$ cat config.mk
export PLATFORM = sky130hd
export DESIGN_NAME = swb_exec
export DESIGN_NICKNAME = d
export VERILOG_FILES = /design/src/hw/swb_pkg.sv /design/src/hw/swb_sub_alu.sv /design/src/hw/swb_regport.sv /design/src/hw/swb_exec.sv
export SDC_FILE = /design/constraint.sdc
export NUM_CORES = 1
export LEC_CHECK = 0
export BUFFER_PORTS_ARGS = -buffer_cell sky130_fd_sc_hd__buf_2
export CAP_MARGIN = 10
export CORE_AREA = 2 2 111 113
export DETAILED_ROUTE_END_ITERATION = 10
export DIE_AREA = 0 0 113 115
export GPL_ROUTABILITY_DRIVEN = 1
export SYNTH_ARGS = -nofsm -noshare
export SYNTH_HDL_FRONTEND = slang
export SYNTH_SLANG_ARGS = --single-unit
export TNS_END_PERCENT = 100
$ cat constraint.sdc
create_clock -name core_clk_in -period 6.37 [get_ports core_clk_in]
set_input_delay 0.3185 -clock core_clk_in [delete_from_list [all_inputs] [get_ports core_clk_in]]
set_output_delay 0.3185 -clock core_clk_in [all_outputs]
set_load 0.01 [all_outputs]
$ cat src/hw/swb_pkg.sv
package swb_pkg;
	localparam int DATA_W      = 8;
	localparam int ADDR_W      = 6;
	localparam int WDT_W       = 8;
	localparam int PRE_W       = 8;
	localparam int NIB_W       = 4;
	localparam int REG_ADDR_W  = 4;

	localparam logic [ADDR_W-1:0]     FILE_ADDR_MAX  = 6'h3F;
	localparam logic [WDT_W-1:0]      WDT_CLEAR      = 8'h00;
	localparam logic [PRE_W-1:0]      PRE_CLEAR      = 8'h00;
	localparam logic [DATA_W-1:0]     DATA_ZERO      = 8'h00;
	localparam logic                  DEST_WORKING   = 1'b0;
	localparam logic                  DEST_FILE      = 1'b1;
	localparam logic                  EXPIRY_SET     = 1'b1;
	localparam logic                  SLEEP_CLEAR    = 1'b0;
	localparam logic                  SLEEP_RESET    = 1'b1;
	localparam logic [WDT_W-1:0]      COUNT_STEP     = 8'h01;

	// register port map
	localparam logic [REG_ADDR_W-1:0] REG_STATUS     = 4'h0;
	localparam logic [REG_ADDR_W-1:0] REG_MASK       = 4'h1;
	localparam logic [REG_ADDR_W-1:0] REG_FLAGS      = 4'h2;
	localparam logic [REG_ADDR_W-1:0] REG_WDT        = 4'h3;
	localparam logic [REG_ADDR_W-1:0] REG_PRE        = 4'h4;
	localparam logic [REG_ADDR_W-1:0] REG_WORK       = 4'h5;

	// event bit positions
	localparam int EV_SLEEP    = 0;
	localparam int EV_SUB      = 1;
	localparam int EV_BADADDR  = 2;
	localparam int EV_W        = 3;

	// flag bit positions in REG_FLAGS
	localparam int FL_CARRY    = 0;
	localparam int FL_HALF     = 1;
	localparam int FL_ZERO     = 2;
	localparam int FL_SLEEP    = 3;
	localparam int FL_EXPIRY   = 4;
	localparam int FL_ASLEEP   = 5;

	typedef enum logic [1:0] {
		SWB_OP_NONE,
		SWB_OP_SLEEP,
		SWB_OP_SUB
	} swb_op_e;
endpackage : swb_pkg

$ cat src/hw/swb_sub_alu.sv
`timescale 1ns/1ps
module swb_sub_alu (
	// operands
	input  wire logic [swb_pkg::DATA_W-1:0] file_val_in,
	input  wire logic [swb_pkg::DATA_W-1:0] work_val_in,
	input  wire logic                       carry_in,
	// result
	output logic      [swb_pkg::DATA_W-1:0] result_out,
	output logic                            carry_out,
	output logic                            half_carry_out,
	output logic                            zero_out
);
	logic [swb_pkg::NIB_W:0]  low_sum;
	logic [swb_pkg::DATA_W:0] full_sum;

	// file + ~work + carry; carry out is the inverted borrow
	always_comb begin
		low_sum  = {1'b0, file_val_in[swb_pkg::NIB_W-1:0]}
			+ {1'b0, ~work_val_in[swb_pkg::NIB_W-1:0]}
			+ {{swb_pkg::NIB_W{1'b0}}, carry_in};
		full_sum = {1'b0, file_val_in} + {1'b0, ~work_val_in}
			+ {{swb_pkg::DATA_W{1'b0}}, carry_in};
		result_out     = full_sum[swb_pkg::DATA_W-1:0];
		carry_out      = full_sum[swb_pkg::DATA_W];
		half_carry_out = low_sum[swb_pkg::NIB_W];
		zero_out       = (result_out == swb_pkg::DATA_ZERO);
	end
endmodule : swb_sub_alu

$ cat src/hw/swb_regport.sv
`timescale 1ns/1ps
module swb_regport (
	// clock and reset
	input  wire logic                           core_clk_in,
	input  wire logic                           rst_n_in,
	// bus
	input  wire logic [swb_pkg::REG_ADDR_W-1:0] addr_in,
	input  wire logic [swb_pkg::DATA_W-1:0]     wdata_in,
	input  wire logic                           wr_in,
	input  wire logic                           rd_in,
	output logic      [swb_pkg::DATA_W-1:0]     rdata_out,
	// events and state
	input  wire logic [swb_pkg::EV_W-1:0]       event_in,
	input  wire logic [swb_pkg::DATA_W-1:0]     flags_in,
	input  wire logic [swb_pkg::WDT_W-1:0]      wdt_in,
	input  wire logic [swb_pkg::PRE_W-1:0]      pre_in,
	input  wire logic [swb_pkg::DATA_W-1:0]     work_in,
	output logic                                irq_out
);
	logic [swb_pkg::EV_W-1:0] status_r;
	logic [swb_pkg::EV_W-1:0] mask_r;
	logic                     wr_status;
	logic [swb_pkg::EV_W-1:0] status_nxt;

	assign wr_status  = wr_in && (addr_in == swb_pkg::REG_STATUS);
	assign status_nxt = (status_r & ~(wr_status ? wdata_in[swb_pkg::EV_W-1:0] : '0)) | event_in;

	// set wins over a same-cycle write-one clear
	always_ff @(posedge core_clk_in) begin
		if (!rst_n_in) begin
			status_r <= '0;
		end else begin
			status_r <= status_nxt;
		end
	end

	always_ff @(posedge core_clk_in) begin
		if (!rst_n_in) begin
			mask_r <= '0;
		end else if (wr_in && addr_in == swb_pkg::REG_MASK) begin
			mask_r <= wdata_in[swb_pkg::EV_W-1:0];
		end
	end

	always_ff @(posedge core_clk_in) begin
		if (!rst_n_in) begin
			irq_out <= 1'b0;
		end else begin
			irq_out <= |(status_nxt & mask_r);
		end
	end

	// unmapped addresses read zero
	always_ff @(posedge core_clk_in) begin
		if (!rst_n_in) begin
			rdata_out <= swb_pkg::DATA_ZERO;
		end else if (rd_in) begin
			unique case (addr_in)
				swb_pkg::REG_STATUS: rdata_out <= {{(swb_pkg::DATA_W-swb_pkg::EV_W){1'b0}}, status_r};
				swb_pkg::REG_MASK:   rdata_out <= {{(swb_pkg::DATA_W-swb_pkg::EV_W){1'b0}}, mask_r};
				swb_pkg::REG_FLAGS:  rdata_out <= flags_in;
				swb_pkg::REG_WDT:    rdata_out <= wdt_in;
				swb_pkg::REG_PRE:    rdata_out <= pre_in;
				swb_pkg::REG_WORK:   rdata_out <= work_in;
				default:             rdata_out <= swb_pkg::DATA_ZERO;
			endcase
		end else begin
			rdata_out <= swb_pkg::DATA_ZERO;
		end
	end
endmodule : swb_regport

$ cat src/hw/swb_exec.sv
// Added by the designer: the register offsets and strobed register access.
`timescale 1ns/1ps
//Contract
//- sleep halts core, takes one cycle
//- sleep clears watchdog counter and prescaler
//- sleep sets watchdog expiry flag to one
//- sleep clears sleep flag, other flags kept
//- subtract takes 0..63 address, dest bit
//- result is file + ~working + carry
//- dest bit routes the result
//- dest zero working, one file register
module swb_exec (
	// clock and reset
	input  wire logic                           core_clk_in,
	input  wire logic                           rst_n_in,
	// decoded instruction
	input  wire logic                           sleep_op_in,
	input  wire logic                           subtract_with_borrow_op_in,
	input  wire logic [swb_pkg::ADDR_W-1:0]     file_addr_in,
	input  wire logic                           dest_sel_in,
	input  wire logic [swb_pkg::DATA_W-1:0]     file_val_in,
	// watchdog and wake
	input  wire logic                           wdt_tick_in,
	input  wire logic                           pre_tick_in,
	input  wire logic                           wake_in,
	// register port
	input  wire logic [swb_pkg::REG_ADDR_W-1:0] reg_addr_in,
	input  wire logic [swb_pkg::DATA_W-1:0]     reg_wdata_in,
	input  wire logic                           reg_wr_in,
	input  wire logic                           reg_rd_in,
	output logic      [swb_pkg::DATA_W-1:0]     reg_rdata_out,
	output logic                                irq_out,
	// results
	output logic      [swb_pkg::DATA_W-1:0]     working_register_out,
	output logic      [swb_pkg::DATA_W-1:0]     file_wdata_out,
	output logic      [swb_pkg::ADDR_W-1:0]     file_waddr_out,
	output logic                                file_we_out,
	output logic                                carry_flag_out,
	output logic                                half_carry_flag_out,
	output logic                                zero_flag_out,
	output logic                                watchdog_expiry_flag_out,
	output logic                                sleep_entered_flag_out,
	output logic      [swb_pkg::WDT_W-1:0]      wdt_count_out,
	output logic      [swb_pkg::PRE_W-1:0]      wdt_pre_out,
	output logic                                asleep_out
);
	swb_pkg::swb_op_e          op;
	logic [swb_pkg::DATA_W-1:0] alu_res;
	logic                       alu_c;
	logic                       alu_dc;
	logic                       alu_z;
	logic                       addr_ok;
	logic                       do_sub;
	logic                       do_sleep;
	logic [swb_pkg::EV_W-1:0]   events;
	logic [swb_pkg::DATA_W-1:0] flags_vec;
	logic                       work_bus_wr;
	logic                       sub_to_work;
	logic                       sub_to_file;

	// sleep wins over subtract; no instruction runs while asleep
	function automatic swb_pkg::swb_op_e decode_op(
		input logic asleep,
		input logic sleep_req,
		input logic sub_req
	);
		swb_pkg::swb_op_e res;
		res = swb_pkg::SWB_OP_NONE;
		if (!asleep && sleep_req) begin
			res = swb_pkg::SWB_OP_SLEEP;
		end else if (!asleep && sub_req) begin
			res = swb_pkg::SWB_OP_SUB;
		end
		return res;
	endfunction : decode_op

	// shared by watchdog counter and prescaler; wraps at full scale
	function automatic logic [swb_pkg::WDT_W-1:0] count_step(
		input logic [swb_pkg::WDT_W-1:0] cur,
		input logic                      tick
	);
		logic [swb_pkg::WDT_W-1:0] res;
		res = cur;
		if (tick) begin
			res = cur + swb_pkg::COUNT_STEP;
		end
		return res;
	endfunction : count_step

	// register-port write decode
	function automatic logic reg_hit(
		input logic                           wr,
		input logic [swb_pkg::REG_ADDR_W-1:0] addr,
		input logic [swb_pkg::REG_ADDR_W-1:0] target
	);
		return wr && (addr == target);
	endfunction : reg_hit

	// bad address cannot occur with a six-bit field; bit kept in the map
	function automatic logic [swb_pkg::EV_W-1:0] pack_events(
		input logic slept,
		input logic subtracted,
		input logic bad_addr
	);
		logic [swb_pkg::EV_W-1:0] res;
		res                      = '0;
		res[swb_pkg::EV_SLEEP]   = slept;
		res[swb_pkg::EV_SUB]     = subtracted;
		res[swb_pkg::EV_BADADDR] = bad_addr;
		return res;
	endfunction : pack_events

	// read-only flag view
	function automatic logic [swb_pkg::DATA_W-1:0] pack_flags(
		input logic carry,
		input logic half,
		input logic zero,
		input logic sleep_flag,
		input logic expiry_flag,
		input logic asleep
	);
		logic [swb_pkg::DATA_W-1:0] res;
		res                     = swb_pkg::DATA_ZERO;
		res[swb_pkg::FL_CARRY]  = carry;
		res[swb_pkg::FL_HALF]   = half;
		res[swb_pkg::FL_ZERO]   = zero;
		res[swb_pkg::FL_SLEEP]  = sleep_flag;
		res[swb_pkg::FL_EXPIRY] = expiry_flag;
		res[swb_pkg::FL_ASLEEP] = asleep;
		return res;
	endfunction : pack_flags

	// instructions are ignored while asleep; wake or reset resumes
	always_comb begin
		op = decode_op(
			asleep_out,
			sleep_op_in,
			subtract_with_borrow_op_in
		);
	end

	assign addr_ok     = (file_addr_in <= swb_pkg::FILE_ADDR_MAX);
	assign do_sleep    = (op == swb_pkg::SWB_OP_SLEEP);
	assign do_sub      = (op == swb_pkg::SWB_OP_SUB) && addr_ok;
	// a bus write to the working register beats a same-cycle subtract
	assign work_bus_wr = reg_hit(reg_wr_in, reg_addr_in, swb_pkg::REG_WORK);
	assign sub_to_work = do_sub && (dest_sel_in == swb_pkg::DEST_WORKING);
	assign sub_to_file = do_sub && (dest_sel_in == swb_pkg::DEST_FILE);

	swb_sub_alu u_alu (
		.file_val_in    (file_val_in),
		.work_val_in    (working_register_out),
		.carry_in       (carry_flag_out),
		.result_out     (alu_res),
		.carry_out      (alu_c),
		.half_carry_out (alu_dc),
		.zero_out       (alu_z)
	);

	// single-cycle entry into sleep
	always_ff @(posedge core_clk_in) begin
		if (!rst_n_in) begin
			asleep_out <= 1'b0;
		end else if (do_sleep) begin
			asleep_out <= 1'b1;
		end else if (wake_in) begin
			asleep_out <= 1'b0;
		end
	end

	// watchdog counter, cleared by sleep
	always_ff @(posedge core_clk_in) begin
		if (!rst_n_in) begin
			wdt_count_out <= swb_pkg::WDT_CLEAR;
		end else if (do_sleep) begin
			wdt_count_out <= swb_pkg::WDT_CLEAR;
		end else begin
			wdt_count_out <= count_step(wdt_count_out, wdt_tick_in);
		end
	end

	// prescaler, cleared by sleep in the same cycle
	always_ff @(posedge core_clk_in) begin
		if (!rst_n_in) begin
			wdt_pre_out <= swb_pkg::PRE_CLEAR;
		end else if (do_sleep) begin
			wdt_pre_out <= swb_pkg::PRE_CLEAR;
		end else begin
			wdt_pre_out <= count_step(wdt_pre_out, pre_tick_in);
		end
	end

	// active-low expiry bit; reads one after reset
	always_ff @(posedge core_clk_in) begin
		if (!rst_n_in) begin
			watchdog_expiry_flag_out <= swb_pkg::EXPIRY_SET;
		end else if (do_sleep) begin
			watchdog_expiry_flag_out <= swb_pkg::EXPIRY_SET;
		end
	end

	// active-low sleep bit; set only by reset, wake leaves it low
	always_ff @(posedge core_clk_in) begin
		if (!rst_n_in) begin
			sleep_entered_flag_out <= swb_pkg::SLEEP_RESET;
		end else if (do_sleep) begin
			sleep_entered_flag_out <= swb_pkg::SLEEP_CLEAR;
		end
	end

	// arithmetic flags change only on subtract, never on sleep
	always_ff @(posedge core_clk_in) begin
		if (!rst_n_in) begin
			carry_flag_out <= 1'b0;
		end else if (do_sub) begin
			carry_flag_out <= alu_c;
		end
	end

	// nibble carry out of the same addition
	always_ff @(posedge core_clk_in) begin
		if (!rst_n_in) begin
			half_carry_flag_out <= 1'b0;
		end else if (do_sub) begin
			half_carry_flag_out <= alu_dc;
		end
	end

	// zero tests all eight result bits
	always_ff @(posedge core_clk_in) begin
		if (!rst_n_in) begin
			zero_flag_out <= 1'b0;
		end else if (do_sub) begin
			zero_flag_out <= alu_z;
		end
	end

	// destination routing
	always_ff @(posedge core_clk_in) begin
		if (!rst_n_in) begin
			working_register_out <= swb_pkg::DATA_ZERO;
		end else if (work_bus_wr) begin
			working_register_out <= reg_wdata_in;
		end else if (sub_to_work) begin
			working_register_out <= alu_res;
		end
	end

	// file write strobe is a one-cycle pulse
	always_ff @(posedge core_clk_in) begin
		if (!rst_n_in) begin
			file_we_out <= 1'b0;
		end else begin
			file_we_out <= sub_to_file;
		end
	end

	// data and address hold until the next subtract
	always_ff @(posedge core_clk_in) begin
		if (!rst_n_in) begin
			file_wdata_out <= swb_pkg::DATA_ZERO;
			file_waddr_out <= '0;
		end else if (do_sub) begin
			file_wdata_out <= alu_res;
			file_waddr_out <= file_addr_in;
		end
	end

	// status events and the read-only flag view
	always_comb begin
		events    = pack_events(
			do_sleep,
			do_sub,
			(op == swb_pkg::SWB_OP_SUB) && !addr_ok
		);
		flags_vec = pack_flags(
			carry_flag_out,
			half_carry_flag_out,
			zero_flag_out,
			sleep_entered_flag_out,
			watchdog_expiry_flag_out,
			asleep_out
		);
	end

	swb_regport u_regs (
		.core_clk_in (core_clk_in),
		.rst_n_in    (rst_n_in),
		.addr_in     (reg_addr_in),
		.wdata_in    (reg_wdata_in),
		.wr_in       (reg_wr_in),
		.rd_in       (reg_rd_in),
		.rdata_out   (reg_rdata_out),
		.event_in    (events),
		.flags_in    (flags_vec),
		.wdt_in      (wdt_count_out),
		.pre_in      (wdt_pre_out),
		.work_in     (working_register_out),
		.irq_out     (irq_out)
	);
endmodule : swb_exec

Word level (Yosys, flattened, before mapping)
Index checks and enable logic that the tools add are counted.
{"block": "word_totals", "register_bits": 59, "out_inout_bits": 54, "wordCells": 63}
{"block": "classes", "add_sub_neg": 6, "magnitude_cmp": 1, "n_eq_ne": 7, "muxes": 8, "bitwise_logic": 8, "reduce_logical": 18}
{"cell": "$pmux W8 S6", "count": 1}
{"cell": "$add A8 B1 Y8 const B", "count": 2}
{"cell": "$mux W8", "count": 2}
{"cell": "$add A8 B8 Y9", "count": 1}
{"cell": "$add A9 B1 Y9", "count": 1}
{"cell": "$logic_and A1 B1 Y1", "count": 9}
{"cell": "$eq A4 B2 Y1 const B", "count": 2}
{"cell": "$eq A4 B3 Y1 const B", "count": 2}
{"cell": "$logic_not A8 Y1", "count": 1}
{"cell": "$not A8 Y8", "count": 1}
{"cell": "$and A3 B3 Y3", "count": 2}
{"cell": "$le A6 B6 Y1 const B", "count": 1}
{"cell": "$add A4 B4 Y5", "count": 1}
{"cell": "$add A5 B1 Y5", "count": 1}
{"cell": "$eq A4 B1 Y1 const B", "count": 1}
{"cell": "$logic_not A4 Y1", "count": 1}
{"cell": "$mux W2", "count": 2}
{"cell": "$not A4 Y4", "count": 1}
{"cell": "$reduce_bool A2 Y1", "count": 2}
{"cell": "$mux W3", "count": 1}
{"cell": "$not A3 Y3", "count": 1}
{"cell": "$or A3 B3 Y3", "count": 1}
{"cell": "$reduce_or A3 Y1", "count": 1}
{"cell": "$eq A2 B1 Y1 const B", "count": 1}
{"cell": "6 further kinds", "count": 9}

Longest topological paths before layout
Gate-level depths: netlist of run 1.
{"block": "logic_depth", "word_depth": 9, "depth_mapped": 8, "ltp_nobuf": 8}

Modules after synthesis
A second synthesis of run 1 with hierarchy kept.
{"block": "hier_totals", "cells_unflattened": 340, "area_unflattened_um2": 2991.6}
{"module": "swb_exec", "instances": 1, "cells_per_inst": 208, "area_per_inst_um2": 1804.2}
{"module": "swb_regport", "instances": 1, "cells_per_inst": 86, "area_per_inst_um2": 820.8}
{"module": "swb_sub_alu", "instances": 1, "cells_per_inst": 46, "area_per_inst_um2": 366.6}

Least setup slack after synthesis of run 1
Ideal clock, no wire load.
{"block": "synth_path", "path_kind": "flip-flop to flip-flop", "from": "reg carry_flag_out", "to": "reg zero_flag_out", "t_arrival_ns": 2.043, "required_time_ns": 6.254, "setup_slack_ns": 4.211, "stages_incl_launch_ff": 9, "n_path_buf": 0, "synth_period_minus_slack_ns": 2.159, "cell_sequence": "dfxtp_1 > inv_1 > fa_1 > fa_1 > nor2b_1 > o31ai_1 > a21oi_1 > a21boi_0 > a31o_2"}
{"block": "synth_via", "elab_chain_cells": 2}
{"element": "start: declaration", "line": "swb_exec.sv:38", "source": "output logic carry_flag_out,"}
{"element": "start signal: assignment", "line": "swb_exec.sv:216", "source": "carry_flag_out <= alu_c;"}
{"element": "$add A9 B1 Y9", "line": "swb_sub_alu.sv:22", "source": "+ {{swb_pkg::DATA_W{1'b0}}, carry_in};"}
{"element": "$logic_not A8 Y1", "line": "swb_sub_alu.sv:26", "source": "zero_out = (result_out == swb_pkg::DATA_ZERO);"}
{"element": "end signal: assignment", "line": "swb_exec.sv:234", "source": "zero_flag_out <= alu_z;"}
{"element": "end: declaration", "line": "swb_exec.sv:40", "source": "output logic zero_flag_out,"}
No other way between the ends.
A chain may end at the register's enable or synchronous reset.

Worst setup path after layout of run 1
Ends and elaborated chain as after synthesis.

==> results.md, run 1 <==
- Clock power frac: 0.497
- Htree depth: 3
- Share of layout cells above drive strength 1: 0.2638
- Number of diodes: 0
- Pwr/cell area: 278.2 nW/um^2
- Clk root buf: clkbuf_16
- Register area: between 1000 and 1500 sq um
- Max-cap violations: 0
- Max incr delay on CP: around 0.41 ns
- Final Power: 1057 uW
- CP Buf/Inv Count: 1
- Combinational group share of total power: 0.130
- Routed wl met2: slightly above 4 mm
- Hold Path Class: in2reg
- Mapped Area: between 2000 and 3000 sq um
- Cell repeated most along the worst path: fa_1
- Clock buffer depth: 2
- Via count: between 2,000 and 3,000
- Final Cycle Share: 0.3617
- Part of the power in registers: 0.373
- CP max-delay cell: fa_1
- Final HPWL DP: approximately 7.0 mm
- Fillers: around 1,200
- Maximum vdd ir drop: 0.1342 mV
- Setup tns final: 0 ns
- Predominant post-synthesis flop cell: dfxtp_1
- WL met3: between 500 and 600 um
- Setup bufs post-CTS: 0
- Worst slew pin tran: a little over 0.8 ns
- Die area: about 13,000 sq um
- CTS tree: yes
- Finish-stage setup viols: 0
- Data required, critical path: ~6.6 ns
- Clock slew at reported path FFs: approximately 0.050 ns
- RePlAce Congestion: just under 0.9
- Worst Path Arrival: roughly 2.5 ns
- Clock sinks: slightly below 60
- Final Hold Fails: 0
- FF+latch count, synth: 59
- Sequential-to-total area share from yosys stat: 0.4065
- Pre-CTS setup slack: ~4 ns
- Placed Instance Area: between 3000 and 4000 sq um
- IO Pins: 90
- Chip height: ~120 um
- Status: finished, violations left
- Internal: 790.2 uW
- Net count, final: roughly 480
- Mapped Nets: between 300 and 400
- Share of flip-flops with an asynchronous set or reset: 0
- Total global-route track usage: 0.1417
- Num rows: 40
- Top achievable clock speed: approximately 430 MHz
- First-pass GRT wire length: ~14 mm
- Final worst slack: about 4 ns
- Ranking of synthesized cells by area: dfxtp_1, nand2_1, nor2_1, a21oi_1, ha_1
- Avg WL per Cell: about 16 um
- Routed WL: between 9 and 10 mm
- Rel. slew slack: 0.4582
- Drt first pass iters: 8
- Psw: around 270 uW
- Worst-path maximum fanout: 6
- Hold_ws: between 0.15 and 0.2 ns
- Worst-Skew Late Latency: roughly 0.33 ns
- Synthesis warning total: 0
- Number of port buffers: 88
- Number of synthesized flops with an enable pin: 0
- Number of buffers created by CTS: 9
- CP endpoint kind: flop
- Initial antenna violation count: 0
- Antenna-violating nets left: 0
- Static Leak: ~0.0017 uW
- Drt initial violations: 225
- Critical-path cell list: inv_1 > fa_1 > fa_1 > nor2b_1 > o31ai_1 > a21oi_1 > a21boi_0 > a31o_2
- Syn avg cell area: roughly 8.4 sq um
- Cts hold-fix bufs: 0
- Min cycle time layout: approximately 2.3 ns
- Synth-to-layout area growth: 30.75%
- Vias per cell: just under 5
- Die width: ~110 um
- Violated checks: DRC
- Core ar.: 11,810 sq um
- Unrepaired setup endpoints after global routing: false
- Initial Utilization: 0.2460
- Sw Share: 0.2524
- Grt ovf: 0
- Residual DRC: 5
- Netlist cell types: 53
- Final instance area: around 3800 sq um
- Largest delay share family, worst path: adder cells
- Multi-input gate area: between 1500 and 2000 sq um
- Syn Inst Count: 345
- Uppermost layer routed: met4
- CTS resizes: 0
- Reg2reg setup slack: roughly 4 ns
- Largest net degree at the start of global routing: 25
- Top cell type by total area after synthesis: dfxtp_1
- Worst clock skew: between 0.004 and 0.005 ns
- Crit Path Category: reg2reg
- Crit start category: flop
- Post-synth top area share: 0.4065
- Slew Limit Fails: 0
- Vias in the first global route: roughly 2,700
- Wl on met1: approximately 4.0 mm
==> worst reg2reg max path: stages, from the launching register on <==
cell and delay, ns:
dfxtp_1 0.34, inv_1 0.08, fa_1 0.41, fa_1 0.41
nor2b_1 0.17, o31ai_1 0.16, a21oi_1 0.24, a21boi_0 0.13
a31o_2 0.25
==> placed cells by master (no fill, tap or decap), types with 3 or more instances in the layout <==
cell       instances
nor2_1            44
a41oi_1            3
nand2b_1           4
a21o_1             4
o21ai_0           13
a21oi_1           25
nor3_1             5
or3_1              5
and3_1             6
dfxtp_1           59
nand2_1           45
a22oi_1            6
a211oi_1           5
xor2_1            10
mux2_2             3
o21a_1             4
clkbuf_16          9
nand3_1            9
mux2i_1            9
ha_1               9
inv_1             18
nand4_1            7
a32o_1             3
buf_2             88
==> state kept, by name, summed over array words and instances, names as in the netlist <==
signal,flops
asleep_out,1
carry_flag_out,1
file_waddr_out,6
file_wdata_out,8
file_we_out,1
half_carry_flag_out,1
sleep_entered_flag_out,1
u_regs.irq_out,1
u_regs.mask_r,3
u_regs.rdata_out,8
u_regs.status_r,3
wdt_count_out,8
wdt_pre_out,8
working_register_out,8
zero_flag_out,1
==> path summary, 6_finish.rpt <==
| kind | from | end | cells after the start |
|---|---|---|---|
| max reg2reg | carry_flag_out$_SDFFE_PN0P_ | zero_flag_out$_SDFFE_PN0P_ | 8 |
| max | carry_flag_out$_SDFFE_PN0P_ | zero_flag_out$_SDFFE_PN0P_ | 8 |
| min reg2reg | file_wdata_out[4]$_SDFFE_PN0P_ | file_wdata_out[4]$_SDFFE_PN0P_ | 2 |
| min | wake_in | asleep_out$_SDFFE_PN0P_ | 2 |
==> logic make-up after synthesis <==
group	count (synthesis)	synth area share
and+or+nand+nor	136	0.2153
AOI/OAI and AO/OA	80	0.1839
DFF	59	0.4065
buffers and inverters	32	0.04608
muxes	14	0.05814
xor gates and xnor gates	12	0.03618
adders and majority gates	11	0.05254
other	1	0.001291
==> final cells by class <==
class,count,share of cell area
tap,147,0.04842
sequential,59,0.3109
clock buffer,10,0.06291
clock inverter,6,0.02339
timing repair buffer,89,0.1179
inverter,18,0.01779
multi-input combinational,254,0.4186
==> power groups by stage <==
stage | logic [uW] | clock network [uW] | registers [uW]
6_report | 137 | 525 | 395
3_5_place_dp | 137 | 0 | 403
5_1_grt | 154 | 553 | 396
4_1_cts | 138 | 535 | 395
2_1_floorplan | 83.5 | 0 | 405
3_3_place_gp | 135 | 0 | 402
==> synthesized netlist by cell type, types with 3 or more instances <==
library cell,instances
a211oi_1,5
nor2_1,44
nand2b_1,4
dfxtp_1,59
or3_1,5
inv_1,18
clkbuf_1,9
o21ai_0,13
xor2_1,10
nand4_1,7
o21a_1,4
a21oi_1,25
nand2_1,45
a32o_1,3
and3_1,6
a41oi_1,3
a21o_1,4
mux2_2,3
nor3_1,5
mux2i_1,9
nand3_1,9
a22oi_1,6
ha_1,9
==> stage by stage <==
| step | std cells | util |
|---|---|---|
| global placement | 567 | 0.2939 |
| floorplan | 345 | - |
| finish | 583 | 0.3216 |
| global route | 583 | 0.3216 |
| CTS | 583 | 0.3216 |
| detailed placement | 567 | 0.2939 |
==> routing by layer <==
layer	GRT usage	vias up
met2	0.2164	80
met1	0.1780	1325
li1	-	1388
met3	0.04692	22
met4	0.07561	0
met5	0	-
Note: power is estimated with default switching activity, not from simulation.
==> run 2: changes to the inputs <==
==> constraint.sdc (replaced) <==
create_clock -name core_clk_in -period 2.3 [get_ports core_clk_in]
set_input_delay 0.115 -clock core_clk_in [delete_from_list [all_inputs] [get_ports core_clk_in]]
set_output_delay 0.115 -clock core_clk_in [all_outputs]
set_load 0.01 [all_outputs]
==> run 2 against run 1 <==
Against the previous run:
- the run still ends with DRC left
- clock power rose to 2.6 times the previous value
- critical path type unchanged
- sequential power rose to 2.8 times the previous value
- largest cell class unchanged
- critical endpoint is now file_wdata_out[7]$_SDFFE_PN0P_
- maximum frequency rose by 7.5%
==> results.md, run 2 (synthesis results as in run 1) <==
- Status: finished, violations left
- Violated checks: DRC
- Setup tns final: 0 ns
- Final Hold Fails: 0
- Worst-Skew Late Latency: approximately 0.33 ns
- Max incr delay on CP: between 0.5 and 0.6 ns
- Chip height: 115 um
- Reg-to-reg critical path startpoint: carry_flag_out$_SDFFE_PN0P_
- Largest net degree at the start of global routing: 25
- Reg2Reg Capture Point: file_wdata_out[7]$_SDFFE_PN0P_
- RePlAce Congestion: a little under 0.9
- Synth-to-layout area growth: 33.12%
- Antenna-violating nets left: 0
- Worst slew pin tran: roughly 0.88 ns
- Worst clock skew: roughly 0.005 ns
- Net count, final: 485
- Worst Hold Depth: 3
- Multi-input gate area: 1629 sq um
- Total global-route track usage: 0.1446
- Clock slew at reported path FFs: about 0.060 ns
- Final Cycle Share: 0.9317
- Share of layout cells above drive strength 1: 0.2912
- Die width: 113 um
- Internal: between 2000 and 2500 uW
- Initial Utilization: 0.2460
- Routed WL: 9.356 mm
- Clock sinks: 59
- Top achievable clock speed: about 470 MHz
- Maximum vdd ir drop: a little over 0.3 mV
- Reg2reg setup slack: between 0.15 and 0.2 ns
- CP endpoint kind: flop
- Sw Share: 0.2733
- Grt ovf: 0
- Static Leak: between 0.0015 and 0.002 uW
- Initial antenna violation count: 0
- Placed Instances: 573
- Vias per cell: around 4.9
- Die area: roughly 13,000 sq um
- CP max-delay cell: or4_1
- Data required, critical path: 2.55 ns
- Psw: slightly below 800 uW
- Crit start category: flop
- Critical-path cell list: inv_1 > fa_1 > nand2b_1 > a21o_1 > and3_1 > or4_1 > a21oi_1
- Drt first pass iters: 8
- R2R depth: 7
- Hold Path Sink: file_waddr_out[1]$_SDFFE_PN0P_
- Combinational group share of total power: 0.145
- Final HPWL DP: roughly 7.2 mm
- Fillers: ~1,300
- CTS tree: yes
- Worst Path Arrival: between 2 and 2.5 ns
- Non-filler cells, final: 590
- Via count: 2,869
- Core ar.: approximately 12,000 sq um
- Commonest cells after routing, fill and taps aside: buf_2, dfxtp_1, nand2_1
- Max-cap violations: 0
- Part of the power in registers: 0.383
- Clock power frac: 0.473
- Drt initial violations: between 200 and 250
- First-pass GRT wire length: between 10 and 15 mm
- Crit Path Category: reg2reg
- Unrepaired setup endpoints after global routing: false
- Hold_sp: file_addr_in[1]
- Number of port buffers: 88
- IO Pins: 90
- Number of diodes: 0
- Num rows: 40
- Htree depth: 3
- Clock buffer depth: 2
- Clk root buf: clkbuf_16
- Worst-path maximum fanout: 3
- Pwr/cell area: 737.1 nW/um^2
- Setup bufs post-CTS: 0
- Residual DRC: 5
- Avg WL per Cell: about 16 um
- Finish-stage setup viols: 0
- Register area: 1181 sq um
- Rel. slew slack: 0.4099
- Commonest non-fill, non-tap cell in the layout: buf_2
- Min cycle time layout: 2.143 ns
- Vias in the first global route: 2,752
- Hold Path Class: in2reg
- Slew Limit Fails: 0
- Number of buffers created by CTS: 9
==> run 2: layout make-up <==
type / instances / share of cell area
repair buffers: 96 / 0.1301
well taps: 147 / 0.04756
clock buffers: 9 / 0.05823
inverters: 18 / 0.01747
multi-input cells: 254 / 0.4212
flip-flops and latches: 59 / 0.3054
clock inverters: 7 / 0.02006
==> run 2: how the worst max path moves through the flow <==
| stage | start | end | cells after the start |
|---|---|---|---|
| 2_1_floorplan | carry_flag_out$_SDFFE_PN0P_ | zero_flag_out$_SDFFE_PN0P_ | 8 |
| 3_3_place_gp | carry_flag_out$_SDFFE_PN0P_ | zero_flag_out$_SDFFE_PN0P_ | 7 |
| 4_1_cts | carry_flag_out$_SDFFE_PN0P_ | zero_flag_out$_SDFFE_PN0P_ | 7 |
| 6_report | carry_flag_out$_SDFFE_PN0P_ | file_wdata_out[7]$_SDFFE_PN0P_ | 7 |
| 5_1_grt | carry_flag_out$_SDFFE_PN0P_ | file_wdata_out[7]$_SDFFE_PN0P_ | 7 |
| 3_5_place_dp | carry_flag_out$_SDFFE_PN0P_ | zero_flag_out$_SDFFE_PN0P_ | 7 |
==> run 2: timing repair <==
action,in CTS,in global routing
endpoints found under the setup margin,0,4
resized for setup,0,10
endpoints found under the hold margin,1,0
hold buffers,1,0
==> run 2: critical path, delay by kind of cell (launching register included) <==
| family | cells | cell delay (ns) |
|---|---|---|
| AO/OA/AOI/OAI | 2 | 0.34 |
| adder cells (fa/ha/maj) | 1 | 0.41 |
| buffers and inverters | 1 | 0.08 |
| AND/OR/NAND/NOR | 3 | 0.89 |
| flip-flops | 1 | 0.34 |
==> run 2: stage by stage <==
stage	utilization	power [uW]	hold slack, ns	area (sq um)	setup slack, ns
3_5_place_dp	0.2977	1506	0.3213	3516	0.06054
3_3_place_gp	0.2977	1498	0.3041	3516	0.1311
2_1_floorplan	-	1353	0.2140	2905	0.1413
6_report	0.3274	2851	0.02287	3867	0.1572
4_1_cts	0.3242	2857	0.01398	3829	0.04843
5_1_grt	0.3274	2967	0.02999	3867	0.02479
==> run 2: power by group through the flow <==
stage | Sequential (uW) | Combinational [uW] | Clock, uW
after CTS | 1090 | 397 | 1370
final | 1090 | 413 | 1350
after global placement | 1110 | 386 | 0
after global routing | 1100 | 456 | 1420
after floorplan | 1120 | 231 | 0
after detailed placement | 1110 | 393 | 0
==> run 2: routing by layer <==
| layer | GRT usage | up-vias | wire, um |
|---|---|---|---|
| li1 | - | 1409 | - |
| met1 | 0.1811 | 1371 | 4048 |
| met2 | 0.2363 | 81 | 4495 |
| met3 | 0.04533 | 8 | 684 |
| met4 | 0.05041 | 0 | 128 |
| met5 | 0 | - | 0 |
